File: src/include/stepper_fault_pkg.sv
// Purpose: shared constants and state codes for the fault and chopper timing block
// Assumes: 125 MHz reference clock; chopping oscillator arrives as a one-cycle tick
// Notes: times are kept in ns; the nominal blank is turned into clock counts here, the blank bounds in stepper_fault_chop
package stepper_fault_pkg;
  localparam int CLK_PERIOD_NS = 8;
  localparam int SENSE_BLANK_NS = 400;
  localparam int SENSE_BLANK_MIN_NS = 300;
  localparam int SENSE_BLANK_MAX_NS = 500;
  // nominal blank, rounded up to whole clock cycles
  localparam int SENSE_BLANK_CYC_I = (SENSE_BLANK_NS + CLK_PERIOD_NS - 1) / CLK_PERIOD_NS;
  localparam logic [7:0] SENSE_BLANK_CYC = 8'(SENSE_BLANK_CYC_I);
  localparam logic [2:0] MASK_TICKS = 3'h4;
  localparam int SHORT_OFF_TICKS = 8;
  localparam int EXIT_MAX_TICKS = 4;
  localparam int CHOP_DIV = 16;
  localparam int OSC_NOMINAL_KHZ = 1600;
  localparam int CHOP_NOMINAL_KHZ = OSC_NOMINAL_KHZ / CHOP_DIV;

  typedef enum logic [3:0] {
    ST_IDLE    = 4'h1,
    ST_RUN     = 4'h2,
    ST_OC_TRIP = 4'h4,
    ST_TH_TRIP = 4'h8
  } fault_state_t;
endpackage

File: src/logic/stepper_fault_chop.sv
// Purpose: thermal and overcurrent shutdown latches plus chopper timing
// Assumes: all inputs synchronous to i_ref_clk; i_chop_osc is one tick per oscillator cycle
// Notes: standby low or reset clears every latch and counter except the blank counter, which reloads a full blank
import stepper_fault_pkg::*;

// How it works
// - overtemperature switches every bridge transistor off through internal reset.
// - thermal trip stays latched until standby low or power-on reset.
// - overcurrent trip switches outputs off and stops the chopping oscillator.
// - overcurrent must persist four oscillator ticks before it trips.
// - after release the block resumes normal running within four oscillator ticks.
// - a shorted output is switched off within eight oscillator ticks.
// - overcurrent trip stays latched until standby low or power-on reset.
// - while overcurrent trip is latched outputs idle as in standby.
// - current sensing is blanked for 400 ns after each switching event.
// - nominal 1600 kHz oscillator gives a nominal 100 kHz chopper.
// - chopper period is the oscillator divided by sixteen.
module stepper_fault_chop #(
  parameter int CHOP_DIV_P = stepper_fault_pkg::CHOP_DIV
) (
  input wire logic i_ref_clk,
  input wire logic i_rst_n,
  input wire logic i_standby_n,
  input wire logic i_chop_osc,
  input wire logic i_thermal_over,
  input wire logic i_over_current,
  input wire logic i_sense_over,
  output logic o_bridge_en,
  output logic o_chop_on,
  output logic o_osc_run,
  output logic o_thermal_trip,
  output logic o_overcurrent_trip
);
  import stepper_fault_pkg::*;

  fault_state_t state;
  fault_state_t next_state;
  logic [2:0] mask_cnt;
  logic [7:0] blank_cnt;
  logic chop_off;
  logic period_start;
  // assertion helpers: cycles since the last switching event, ticks inside the running period
  localparam int TW = $clog2(CHOP_DIV_P) + 1;
  localparam logic [7:0] BLANK_MIN_GAP = 8'(SENSE_BLANK_MIN_NS / CLK_PERIOD_NS);
  localparam logic [7:0] BLANK_MAX_GAP = 8'(SENSE_BLANK_MAX_NS / CLK_PERIOD_NS - 1);
  logic [7:0] since_switch;
  logic [TW-1:0] tick_seen;

  // standby low acts like the power-on reset for the whole fault logic
  wire clear = !i_rst_n || !i_standby_n;
  wire tick = i_chop_osc && o_osc_run;
  wire running = (state == ST_RUN);
  wire mask_done = running && i_over_current && tick && (mask_cnt == MASK_TICKS - 3'h1);
  wire sense_ok = running && (blank_cnt == 8'h00);
  wire chop_set = sense_ok && i_sense_over && !chop_off;
  wire switch_evt = period_start || chop_set;
  wire next_chop_off = period_start ? 1'b0 : (chop_off || chop_set);

  always_comb begin
    next_state = state;
    case (state)
      ST_IDLE: next_state = i_thermal_over ? ST_TH_TRIP : ST_RUN;
      ST_RUN: begin
        if (i_thermal_over) begin
          next_state = ST_TH_TRIP;
        end else if (mask_done) begin
          next_state = ST_OC_TRIP;
        end
      end
      ST_OC_TRIP: next_state = ST_OC_TRIP;
      ST_TH_TRIP: next_state = ST_TH_TRIP;
      default: next_state = ST_IDLE;
    endcase
  end

  always_ff @(posedge i_ref_clk) begin
    if (clear) begin
      state <= ST_IDLE;
    end else begin
      state <= next_state;
    end
  end

  // outputs follow the next state so a trip shuts the bridge on the very next edge
  always_ff @(posedge i_ref_clk) begin
    if (clear) begin
      o_bridge_en <= 1'b0;
      o_chop_on <= 1'b0;
      o_osc_run <= 1'b1;
      o_thermal_trip <= 1'b0;
      o_overcurrent_trip <= 1'b0;
    end else begin
      o_bridge_en <= (next_state == ST_RUN);
      o_chop_on <= (next_state == ST_RUN) && !next_chop_off;
      o_osc_run <= (next_state != ST_OC_TRIP);
      // also latches on top of an overcurrent trip so a later overheat is not lost
      o_thermal_trip <= o_thermal_trip || i_thermal_over;
      o_overcurrent_trip <= (next_state == ST_OC_TRIP);
    end
  end

  // mask counter restarts whenever the overcurrent indication drops
  always_ff @(posedge i_ref_clk) begin
    if (clear || !i_over_current || !running) begin
      mask_cnt <= 3'h0;
    end else if (tick && mask_cnt < MASK_TICKS - 3'h1) begin
      mask_cnt <= mask_cnt + 3'h1;
    end
  end

  always_ff @(posedge i_ref_clk) begin
    if (clear) begin
      blank_cnt <= SENSE_BLANK_CYC;
    end else if (switch_evt) begin
      blank_cnt <= SENSE_BLANK_CYC;
    end else if (blank_cnt != 8'h00) begin
      blank_cnt <= blank_cnt - 8'h01;
    end
  end

  always_ff @(posedge i_ref_clk) begin
    if (clear) begin
      chop_off <= 1'b0;
    end else begin
      chop_off <= next_chop_off;
    end
  end

  // counted apart from the blank counter and the divider so that a fault in either
  // cannot hide itself from the checks below; saturates so a long idle never wraps
  always_ff @(posedge i_ref_clk) begin
    if (clear || switch_evt) begin
      since_switch <= 8'h00;
    end else if (since_switch != 8'hFF) begin
      since_switch <= since_switch + 8'h01;
    end
  end

  always_ff @(posedge i_ref_clk) begin
    if (clear || !running) begin
      tick_seen <= '0;
    end else if (period_start) begin
      tick_seen <= tick ? TW'(1) : '0;
    end else if (tick) begin
      tick_seen <= tick_seen + TW'(1);
    end
  end

  chop_divider #(
    .DIV(CHOP_DIV_P)
  ) u_div (
    .i_ref_clk(i_ref_clk),
    .i_clear(clear || !running),
    .i_tick(tick),
    .o_period_start(period_start)
  );

  a_thermal_shut_off: assert property (@(posedge i_ref_clk)
    (i_rst_n && i_standby_n && i_thermal_over) |=> (!o_bridge_en && !o_chop_on && o_thermal_trip))
    else $error("thermal trip did not switch bridge off");

  a_thermal_latch_hold: assert property (@(posedge i_ref_clk) disable iff (!i_rst_n)
    (state == ST_TH_TRIP && i_standby_n && i_rst_n) |=> (state == ST_TH_TRIP && !o_bridge_en))
    else $error("thermal trip released without standby");

  a_oc_osc_stop: assert property (@(posedge i_ref_clk) disable iff (!i_rst_n)
    (state == ST_OC_TRIP) |-> (!o_osc_run && o_overcurrent_trip))
    else $error("oscillator running during overcurrent trip");

  a_oc_mask_need: assert property (@(posedge i_ref_clk) disable iff (!i_rst_n)
    (running && i_standby_n && !i_thermal_over && i_over_current && tick && mask_cnt < 3'h3)
    |=> (state == ST_RUN))
    else $error("overcurrent tripped before four ticks");

  a_oc_trip_time: assert property (@(posedge i_ref_clk) disable iff (!i_rst_n)
    (running && i_standby_n && i_over_current && tick && mask_cnt == 3'h3) |=> (!o_bridge_en))
    else $error("short not switched off in time");

  a_oc_latch_hold: assert property (@(posedge i_ref_clk) disable iff (!i_rst_n)
    (state == ST_OC_TRIP && i_standby_n && i_rst_n) |=> (state == ST_OC_TRIP))
    else $error("overcurrent trip released without standby");

  a_oc_idle_out: assert property (@(posedge i_ref_clk) disable iff (!i_rst_n)
    (state == ST_OC_TRIP) |-> (!o_bridge_en && !o_chop_on))
    else $error("outputs active during overcurrent trip");

  a_blank_after_sw: assert property (@(posedge i_ref_clk) disable iff (!i_rst_n)
    (switch_evt && i_standby_n) |=> (!chop_set) [*8])
    else $error("sense accepted inside blank time");

  a_chop_period_gap: assert property (@(posedge i_ref_clk) disable iff (!i_rst_n)
    period_start |=> (!period_start) [*8])
    else $error("chopper periods too close");

  a_exit_resume: assert property (@(posedge i_ref_clk)
    (state == ST_IDLE && i_rst_n && i_standby_n && !i_thermal_over) |=> (running && o_bridge_en))
    else $error("did not resume after release");

  a_standby_clear: assert property (@(posedge i_ref_clk)
    (!i_standby_n) |=> (state == ST_IDLE && mask_cnt == 3'h0 && !o_overcurrent_trip))
    else $error("standby did not clear fault logic");

  // blank window bounds, judged against the free counter rather than the blank counter
  a_blank_min_time: assert property (@(posedge i_ref_clk) disable iff (!i_rst_n)
    chop_set |-> (since_switch >= BLANK_MIN_GAP))
    else $error("chop decision taken before blank minimum");

  a_blank_max_time: assert property (@(posedge i_ref_clk) disable iff (!i_rst_n)
    (running && i_sense_over && !chop_off && since_switch >= BLANK_MAX_GAP) |-> chop_set)
    else $error("chop decision held off past blank maximum");

  a_period_ticks: assert property (@(posedge i_ref_clk) disable iff (!i_rst_n)
    period_start |-> (tick_seen == TW'(CHOP_DIV_P)))
    else $error("chopper period tick count wrong");

  a_period_reopen: assert property (@(posedge i_ref_clk) disable iff (!i_rst_n)
    (period_start && i_standby_n && next_state == ST_RUN) |=> o_chop_on)
    else $error("chopper period did not reopen charge phase");
endmodule

File: src/logic/chop_divider.sv
// Purpose: divides chopping oscillator ticks into chopper periods
// Assumes: i_tick is a one-cycle pulse, synchronous to i_ref_clk
// Notes: o_period_start pulses once every DIV ticks
module chop_divider #(
  parameter int DIV = 16
) (
  input wire logic i_ref_clk,
  input wire logic i_clear,
  input wire logic i_tick,
  output logic o_period_start
);
  localparam int W = $clog2(DIV);
  localparam logic [W-1:0] LAST = W'(DIV - 1);

  logic [W-1:0] count;
  wire wrap = i_tick && (count == LAST);

  always_ff @(posedge i_ref_clk) begin
    if (i_clear) begin
      count <= '0;
      o_period_start <= 1'b0;
    end else begin
      if (i_tick) begin
        count <= wrap ? '0 : count + W'(1);
      end
      o_period_start <= wrap;
    end
  end
endmodule

File: config.mk
export PLATFORM = sky130hd
export DESIGN_NAME = stepper_fault_chop
export DESIGN_NICKNAME = d
export VERILOG_FILES = /design/src/include/stepper_fault_pkg.sv /design/src/logic/stepper_fault_chop.sv /design/src/logic/chop_divider.sv
export SDC_FILE = /design/constraint.sdc
export NUM_CORES = 1
export LEC_CHECK = 0
export BUFFER_PORTS_ARGS = -buffer_cell sky130_fd_sc_hd__clkbuf_2
export CAP_MARGIN = 30
export CORE_ASPECT_RATIO = 0.7
export CORE_MARGIN = 10
export CORE_UTILIZATION = 35
export DETAILED_ROUTE_END_ITERATION = 10
export PLACE_DENSITY = 0.62
export SETUP_SLACK_MARGIN = 0.02
export SYNTH_ARGS = -nofsm -noshare
export SYNTH_HDL_FRONTEND = slang
export SYNTH_SLANG_ARGS = --single-unit
export TNS_END_PERCENT = 1
File: constraint.sdc
create_clock -name i_ref_clk -period 2.1 [get_ports i_ref_clk]
set_input_delay 0 -clock i_ref_clk [delete_from_list [all_inputs] [get_ports i_ref_clk]]
set_output_delay 0 -clock i_ref_clk [all_outputs]
set_load 0.02 [all_outputs]
# Word level (Yosys, flattened, before mapping)
# Index checks and enable logic that the tools add are counted.
[totals] ff_bits=26 inputBits=7
[op_classes] add_sub_neg=3 n_lt_le_gt_ge=1 eq_ne=9 muxes=6 reduce_logical=26
[ops] cell="4-bit two-way mux" n=4
[ops] cell="4-bit case mux with 4 select lines" n=1
[ops] cell="1-bit logical AND" n=10
[ops] cell="4-bit by 2-bit equality test with 1-bit output (second input constant)" n=2
[ops] cell="4-bit by 3-bit equality test with 1-bit output (second input constant)" n=2
[ops] cell="4-bit equality test (second input constant)" n=2
[ops] cell="8-bit zero test" n=1
[ops] cell="8-bit nonzero test" n=1
[ops] cell="8-bit by 1-bit subtractor with 8-bit output (second input constant)" n=1
[ops] cell="1-bit logical OR" n=7
[ops] cell="1-bit zero test" n=6
[ops] cell="4-bit by 1-bit adder with 4-bit output (second input constant)" n=1
[ops] cell="4-bit by 1-bit equality test with 1-bit output (second input constant)" n=1
[ops] cell="4-bit by 3-bit != test with 1-bit output (second input constant)" n=1
[ops] cell="3-bit by 1-bit adder with 3-bit output (second input constant)" n=1
[ops] cell="3-bit by 2-bit equality test with 1-bit output (second input constant)" n=1
[ops] cell="3-bit by 2-bit < comparator with 1-bit output (second input constant)" n=1
[ops] cell="2-bit OR reduction" n=1
[ops] cell="1-bit two-way mux" n=1

# Logic depth before layout (Yosys ltp)
[logic_depth] word_depth=9 ltp_mapped=6

# Hierarchy
# A second synthesis with hierarchy kept.
[hier_totals] hier_cells=128 area_unflattened_um2=1163.6
[modules_own_cells] mod="stepper_fault_chop" n_inst=1 cells_each=105 area_per_inst_um2=954.7 seq_area_each_um2=420.4
[modules_own_cells] mod="chop_divider" n_inst=1 cells_each=23 area_per_inst_um2=209.0 seq_area_each_um2=100.1

# Worst setup path after synthesis
# Ideal clock, no wire load.
[synth_timing] path_type="reg-to-reg" startpoint="reg mask_cnt[0]" endpoint="reg o_osc_run" setup_time_ns=0.134 arrival_time_ns=1.495 path_slack_ns=0.470 stages_incl_launch_ff=7 synth_period_minus_slack_ns=1.630 path_cell_list="dfxtp_1 -> ha_1 -> ha_1 -> nand4_1 -> nor4b_1 -> a21oi_1 -> or4_1"
[synth_via] elab_chain_cells=6
[synth_rtl] element="start: declaration" line="stepper_fault_chop.sv:38" text="logic [2:0] mask_cnt;"
[synth_rtl] element="start signal: assignment" line="stepper_fault_chop.sv:107" text="mask_cnt <= mask_cnt + 3'h1;"
[synth_rtl] element="3-bit by 2-bit equality test with 1-bit output" line="stepper_fault_chop.sv:53" text="wire mask_done = running && i_over_current && tick && (mask_cnt == MASK_TICKS - 3'h1);"
[synth_rtl] element="1-bit logical AND" line="stepper_fault_chop.sv:53"
[synth_rtl] element="4-bit two-way mux" line="stepper_fault_chop.sv:66" text="end else if (mask_done) begin"
[synth_rtl] element="4-bit two-way mux" line="stepper_fault_chop.sv:64" text="if (i_thermal_over) begin"
[synth_rtl] element="4-bit case mux with 4 select lines" line="stepper_fault_chop.sv:61" text="case (state)"
[synth_rtl] element="4-bit by 3-bit != test with 1-bit output" line="stepper_fault_chop.sv:95" text="o_osc_run <= (next_state != ST_OC_TRIP);"
[synth_rtl] element="end signal: assignment" line="stepper_fault_chop.sv:95"
[synth_rtl] element="end: declaration" line="stepper_fault_chop.sv:30" text="output logic o_osc_run,"
# Every way passes these cells.
# A chain may end at the register's enable or synchronous reset.

# Final worst setup path
# Ends and elaborated chain as after synthesis.

==> reports/qor.json <==
{
  "p_per_area": {"value": 643.0, "unit": "nW/um^2"},
  "route.detailed.drc": {"value": 0},
  "nets": {"value": 155},
  "crit_path_max_fanout": {"value": 5},
  "number_of_max_capacitance_violations_reported": {"value": 0},
  "via_total_after_detailed_routing": {"value": 926},
  "numClockSinks": {"value": 26},
  "post_synth_inst_count": {"value": 127},
  "gp_routability_congestion": {"value": 0.7374},
  "fin_crit": {"value": 1783, "unit": "ps"},
  "cp_common_cell": {"value": "sky130_fd_sc_hd__ha_1"},
  "p_switching": {"value": 193.8, "unit": "uW"},
  "initial_standard_cell_utilization_of_the_core": {"value": 36.87, "unit": "%"},
  "swShare": {"value": 22.62, "unit": "%"},
  "synth.largest_area_cell": {"value": "sky130_fd_sc_hd__dfxtp_1"},
  "antenna_violations_before_repair": {"value": 0},
  "die_h": {"value": 68.35, "unit": "microns"},
  "postRouteAntennaNets": {"value": 0},
  "layout.cells.most_common_list": {"value": "sky130_fd_sc_hd__dfxtp_1, sky130_fd_sc_hd__nor2_1, sky130_fd_sc_hd__clkbuf_2, sky130_fd_sc_hd__nand2_1, sky130_fd_sc_hd__a21oi_1"},
  "antenna_cells_inserted": {"value": 0},
  "timing.fmax": {"value": 0.5608, "unit": "GHz"},
  "postSynthNetCount": {"value": 138},
  "startpoint_class": {"value": "register"},
  "core_area": {"value": 3169, "unit": "sq um"},
  "areaGrowthSynthToFinish": {"value": 14.03, "unit": "%"},
  "synth.distinct_cells": {"value": 37},
  "dieArea": {"value": 6087, "unit": "sq um"},
  "global_route.usage.total": {"value": 8.478, "unit": "%"},
  "max_slew.worst_pin.slew": {"value": 358.8, "unit": "ps"},
  "routed_wire_length": {"value": 2.236, "unit": "mm"},
  "drt-pass1-iter-count": {"value": 4},
  "tritoncts": {"value": "yes"},
  "endpoint_with_the_worst_hold_slack": {"value": "mask_cnt[1]"},
  "cp_cell_sequence": {"value": "ha_1, ha_1, nand4_1, nor4b_1, a21oi_1, or4_1"},
  "peakVddDrop": {"value": 416.3, "unit": "uV"},
  "critical-path-max-stage-delay": {"value": 400, "unit": "ps"},
  "grt_start_max_net_pins": {"value": 14},
  "grtUsageMet1": {"value": 9.693, "unit": "%"},
  "fin_tns_setup": {"value": 0, "unit": "ps"},
  "globalRouteMet3Util": {"value": 3.084, "unit": "%"},
  "timing.setup.critical_path_class": {"value": "reg2reg"},
  "min_path_cells": {"value": 3},
  "finalHoldViolations": {"value": 0},
  "postCtsSetupBuffers": {"value": 0},
  "number_of_buffers_added_by_the_clock_tree_synthesis_step": {"value": 3},
  "critical_path.endpoint_type": {"value": "register"},
  "min-delay-path-class": {"value": "in2reg"},
  "grt_pass1_vias": {"value": 952},
  "post_synthesis_sequential_element_count": {"value": 26},
  "clkPwrFrac": {"value": 31.6, "unit": "%"},
  "clk_pin_slew": {"value": 80, "unit": "ps"},
  "critical_path_required": {"value": 2240, "unit": "ps"},
  "gr-usage-met2": {"value": 14.29, "unit": "%"},
  "numPortBuffers": {"value": 11},
  "status": {"value": "finished clean"},
  "cp_data_arrival_time": {"value": 1930, "unit": "ps"},
  "cts_root_buffer": {"value": "sky130_fd_sc_hd__clkbuf_8"},
  "final.setup_skew": {"value": 2.277, "unit": "ps"},
  "clk_latency": {"value": 260, "unit": "ps"},
  "power.static_leakage": {"value": 0.0004812, "unit": "uW"},
  "final-max-slew-violation-count": {"value": 0},
  "synthesis.area_per_instance": {"value": 9.202, "unit": "sq um"},
  "pwr-share-seq": {"value": 60.1, "unit": "%"},
  "mappedNetlistArea": {"value": 1169, "unit": "sq um"},
  "drt_iter0_drc": {"value": 39},
  "grt_setup_unrepaired": {"value": "no"},
  "yosysTopAreaCellShare": {"value": 44.54, "unit": "%"},
  "final.hold.worst_slack": {"value": 34.86, "unit": "ps"},
  "ys_top_cells_by_area": {"value": "sky130_fd_sc_hd__dfxtp_1, sky130_fd_sc_hd__nor2_1, sky130_fd_sc_hd__ha_1, sky130_fd_sc_hd__a21oi_1, sky130_fd_sc_hd__nand2_1"},
  "clock_tree.buffer_depth": {"value": 2},
  "holdCritStartpoint": {"value": "i_over_current"},
  "final_design_area_no_fill": {"value": 1333, "unit": "sq um"},
  "finalSetupViolations": {"value": 0},
  "total_gr_overflow": {"value": 0},
  "pin_count": {"value": 12},
  "regToRegEndpoint": {"value": "o_osc_run"},
  "h-tree-depth": {"value": 1},
  "place.detailed.hpwl": {"value": 1.715, "unit": "mm"},
  "synthesis.yosys.warnings": {"value": 0},
  "regToRegSetupSlack": {"value": 320, "unit": "ps"},
  "timing.slew.headroom": {"value": 75.74, "unit": "%"},
  "layout.cells.most_common": {"value": "sky130_fd_sc_hd__dfxtp_1"},
  "r2r_start": {"value": "mask_cnt[0]"},
  "drt-wirelength-per-cell": {"value": 12.42, "unit": "microns"},
  "global_route_wire_length_before_repair": {"value": 4.084, "unit": "mm"},
  "die_width": {"value": 89.07, "unit": "microns"},
  "share_of_synthesized_area_occupied_by_flip_flops_and_latches": {"value": 44.54, "unit": "%"},
  "share_of_final_layout_standard_cells_stronger_than_drive_strength_1": {"value": 15.49, "unit": "%"},
  "rr_worst_depth": {"value": 6},
  "global_route.peak_usage_layer": {"value": "met2"},
  "layout_worst_path_cycle_share": {"value": 84.91, "unit": "%"},
  "share_comb_of_total_power": {"value": 8.3, "unit": "%"},
  "p_int": {"value": 663.0, "unit": "uW"},
  "post_drt_via_cell_ratio": {"value": 5.144},
  "placed_cell_area": {"value": 1261, "unit": "sq um"},
  "floorplan.rows": {"value": 17},
  "critical_path.slowest_cell": {"value": "sky130_fd_sc_hd__dfxtp_1"}
}
## critical path, delay by kind of cell (launching register included)
kind                     cells  cell delay (ps)
AO/OA/AOI/OAI                1              110
AND/OR/NAND/NOR              3              860
adder cells (fa/ha/maj)      2              300
flip-flops                   1              400
## state kept, by name, summed over array words and instances, names as in the netlist, 3 cells and up
| signal | count |
|---|---|
| state | 4 |
| mask_cnt | 3 |
| blank_cnt | 8 |
| u_div.count | 4 |
## through the flow
step	setup slack (ps)	power, uW	utilization (%)	std cells
after floorplan	470.5	570.6	-	127
after global placement	388.0	590.0	39.79	174
after detailed placement	339.7	593.2	39.79	174
after CTS	318.0	877.1	42.05	180
after global routing	205.8	902.4	42.05	180
final	316.9	856.8	42.05	180
## area by class of cell
class                   instances  area [sq um]
fillers                       317          1837
well taps                      38         47.55
repair buffers                 14         85.08
multi-input cells              95         623.1
clock buffers                   3         41.29
inverters                       4         15.01
flip-flops and latches         26         520.5
## per-layer routing
layer  part of all wire (%)  vias up
met2                     46       11
li1                       -      490
met1                     49      423
met4                   0.94        0
met3                    3.8        2
met5                      0        -
## synth_stat cells
master / instances
sky130_fd_sc_hd__a211o_1: 2
sky130_fd_sc_hd__a211oi_1: 1
sky130_fd_sc_hd__a21o_1: 1
sky130_fd_sc_hd__a21oi_1: 9
sky130_fd_sc_hd__a21oi_2: 1
sky130_fd_sc_hd__a2bb2oi_1: 1
sky130_fd_sc_hd__and2b_1: 1
sky130_fd_sc_hd__buf_2: 1
sky130_fd_sc_hd__clkbuf_2: 1
sky130_fd_sc_hd__dfxtp_1: 26
sky130_fd_sc_hd__ha_1: 4
sky130_fd_sc_hd__inv_1: 4
sky130_fd_sc_hd__mux2i_1: 3
sky130_fd_sc_hd__nand2_1: 10
sky130_fd_sc_hd__nand2_2: 1
sky130_fd_sc_hd__nand3_1: 7
sky130_fd_sc_hd__nand3_2: 1
sky130_fd_sc_hd__nand4_1: 2
sky130_fd_sc_hd__nor2_1: 15
sky130_fd_sc_hd__nor2b_1: 2
sky130_fd_sc_hd__nor3_1: 7
sky130_fd_sc_hd__nor3_4: 1
sky130_fd_sc_hd__nor3b_1: 1
sky130_fd_sc_hd__nor4_1: 2
sky130_fd_sc_hd__nor4b_1: 3
sky130_fd_sc_hd__nor4b_2: 1
sky130_fd_sc_hd__o21a_1: 1
sky130_fd_sc_hd__o21ai_0: 5
sky130_fd_sc_hd__o21ba_2: 1
sky130_fd_sc_hd__o31ai_1: 1
sky130_fd_sc_hd__o31ai_4: 1
sky130_fd_sc_hd__or2_1: 1
sky130_fd_sc_hd__or3_1: 1
sky130_fd_sc_hd__or4_1: 1
sky130_fd_sc_hd__or4b_4: 1
sky130_fd_sc_hd__xnor2_1: 4
sky130_fd_sc_hd__xor2_1: 2
## power groups by stage
stage / Clock (uW) / Combinational (uW) / Sequential [uW]
floorplan: 0 / 44.8 / 526
global placement: 0 / 64.1 / 526
detailed placement: 0 / 66.6 / 527
CTS: 290 / 71.5 / 515
global route: 304 / 81.0 / 517
finish: 271 / 71.0 / 515
## cell families after synthesis
kind of cell / share of synthesized area (%)
buf+inv: 2.140
mux: 2.570
simple gates: 27.73
flops: 44.54
xor+xnor: 4.497
fa+ha+maj: 4.283
compound gates: 14.24
## repair_timing
item	in CTS	in global routing
gates resized for setup	0	0
hold buffers	3	0
hold endpoints to repair	3	0
## how the worst max path moves through the flow
stage	from	endpoint	depth (start not counted)
4_1_cts	mask_cnt[0]	o_osc_run	6
3_3_place_gp	mask_cnt[0]	o_osc_run	6
6_report	mask_cnt[0]	o_osc_run	6
2_1_floorplan	mask_cnt[0]	o_osc_run	6
3_5_place_dp	mask_cnt[0]	o_osc_run	6
5_1_grt	mask_cnt[0]	o_osc_run	6
Note: power is estimated with default switching activity, not from simulation.
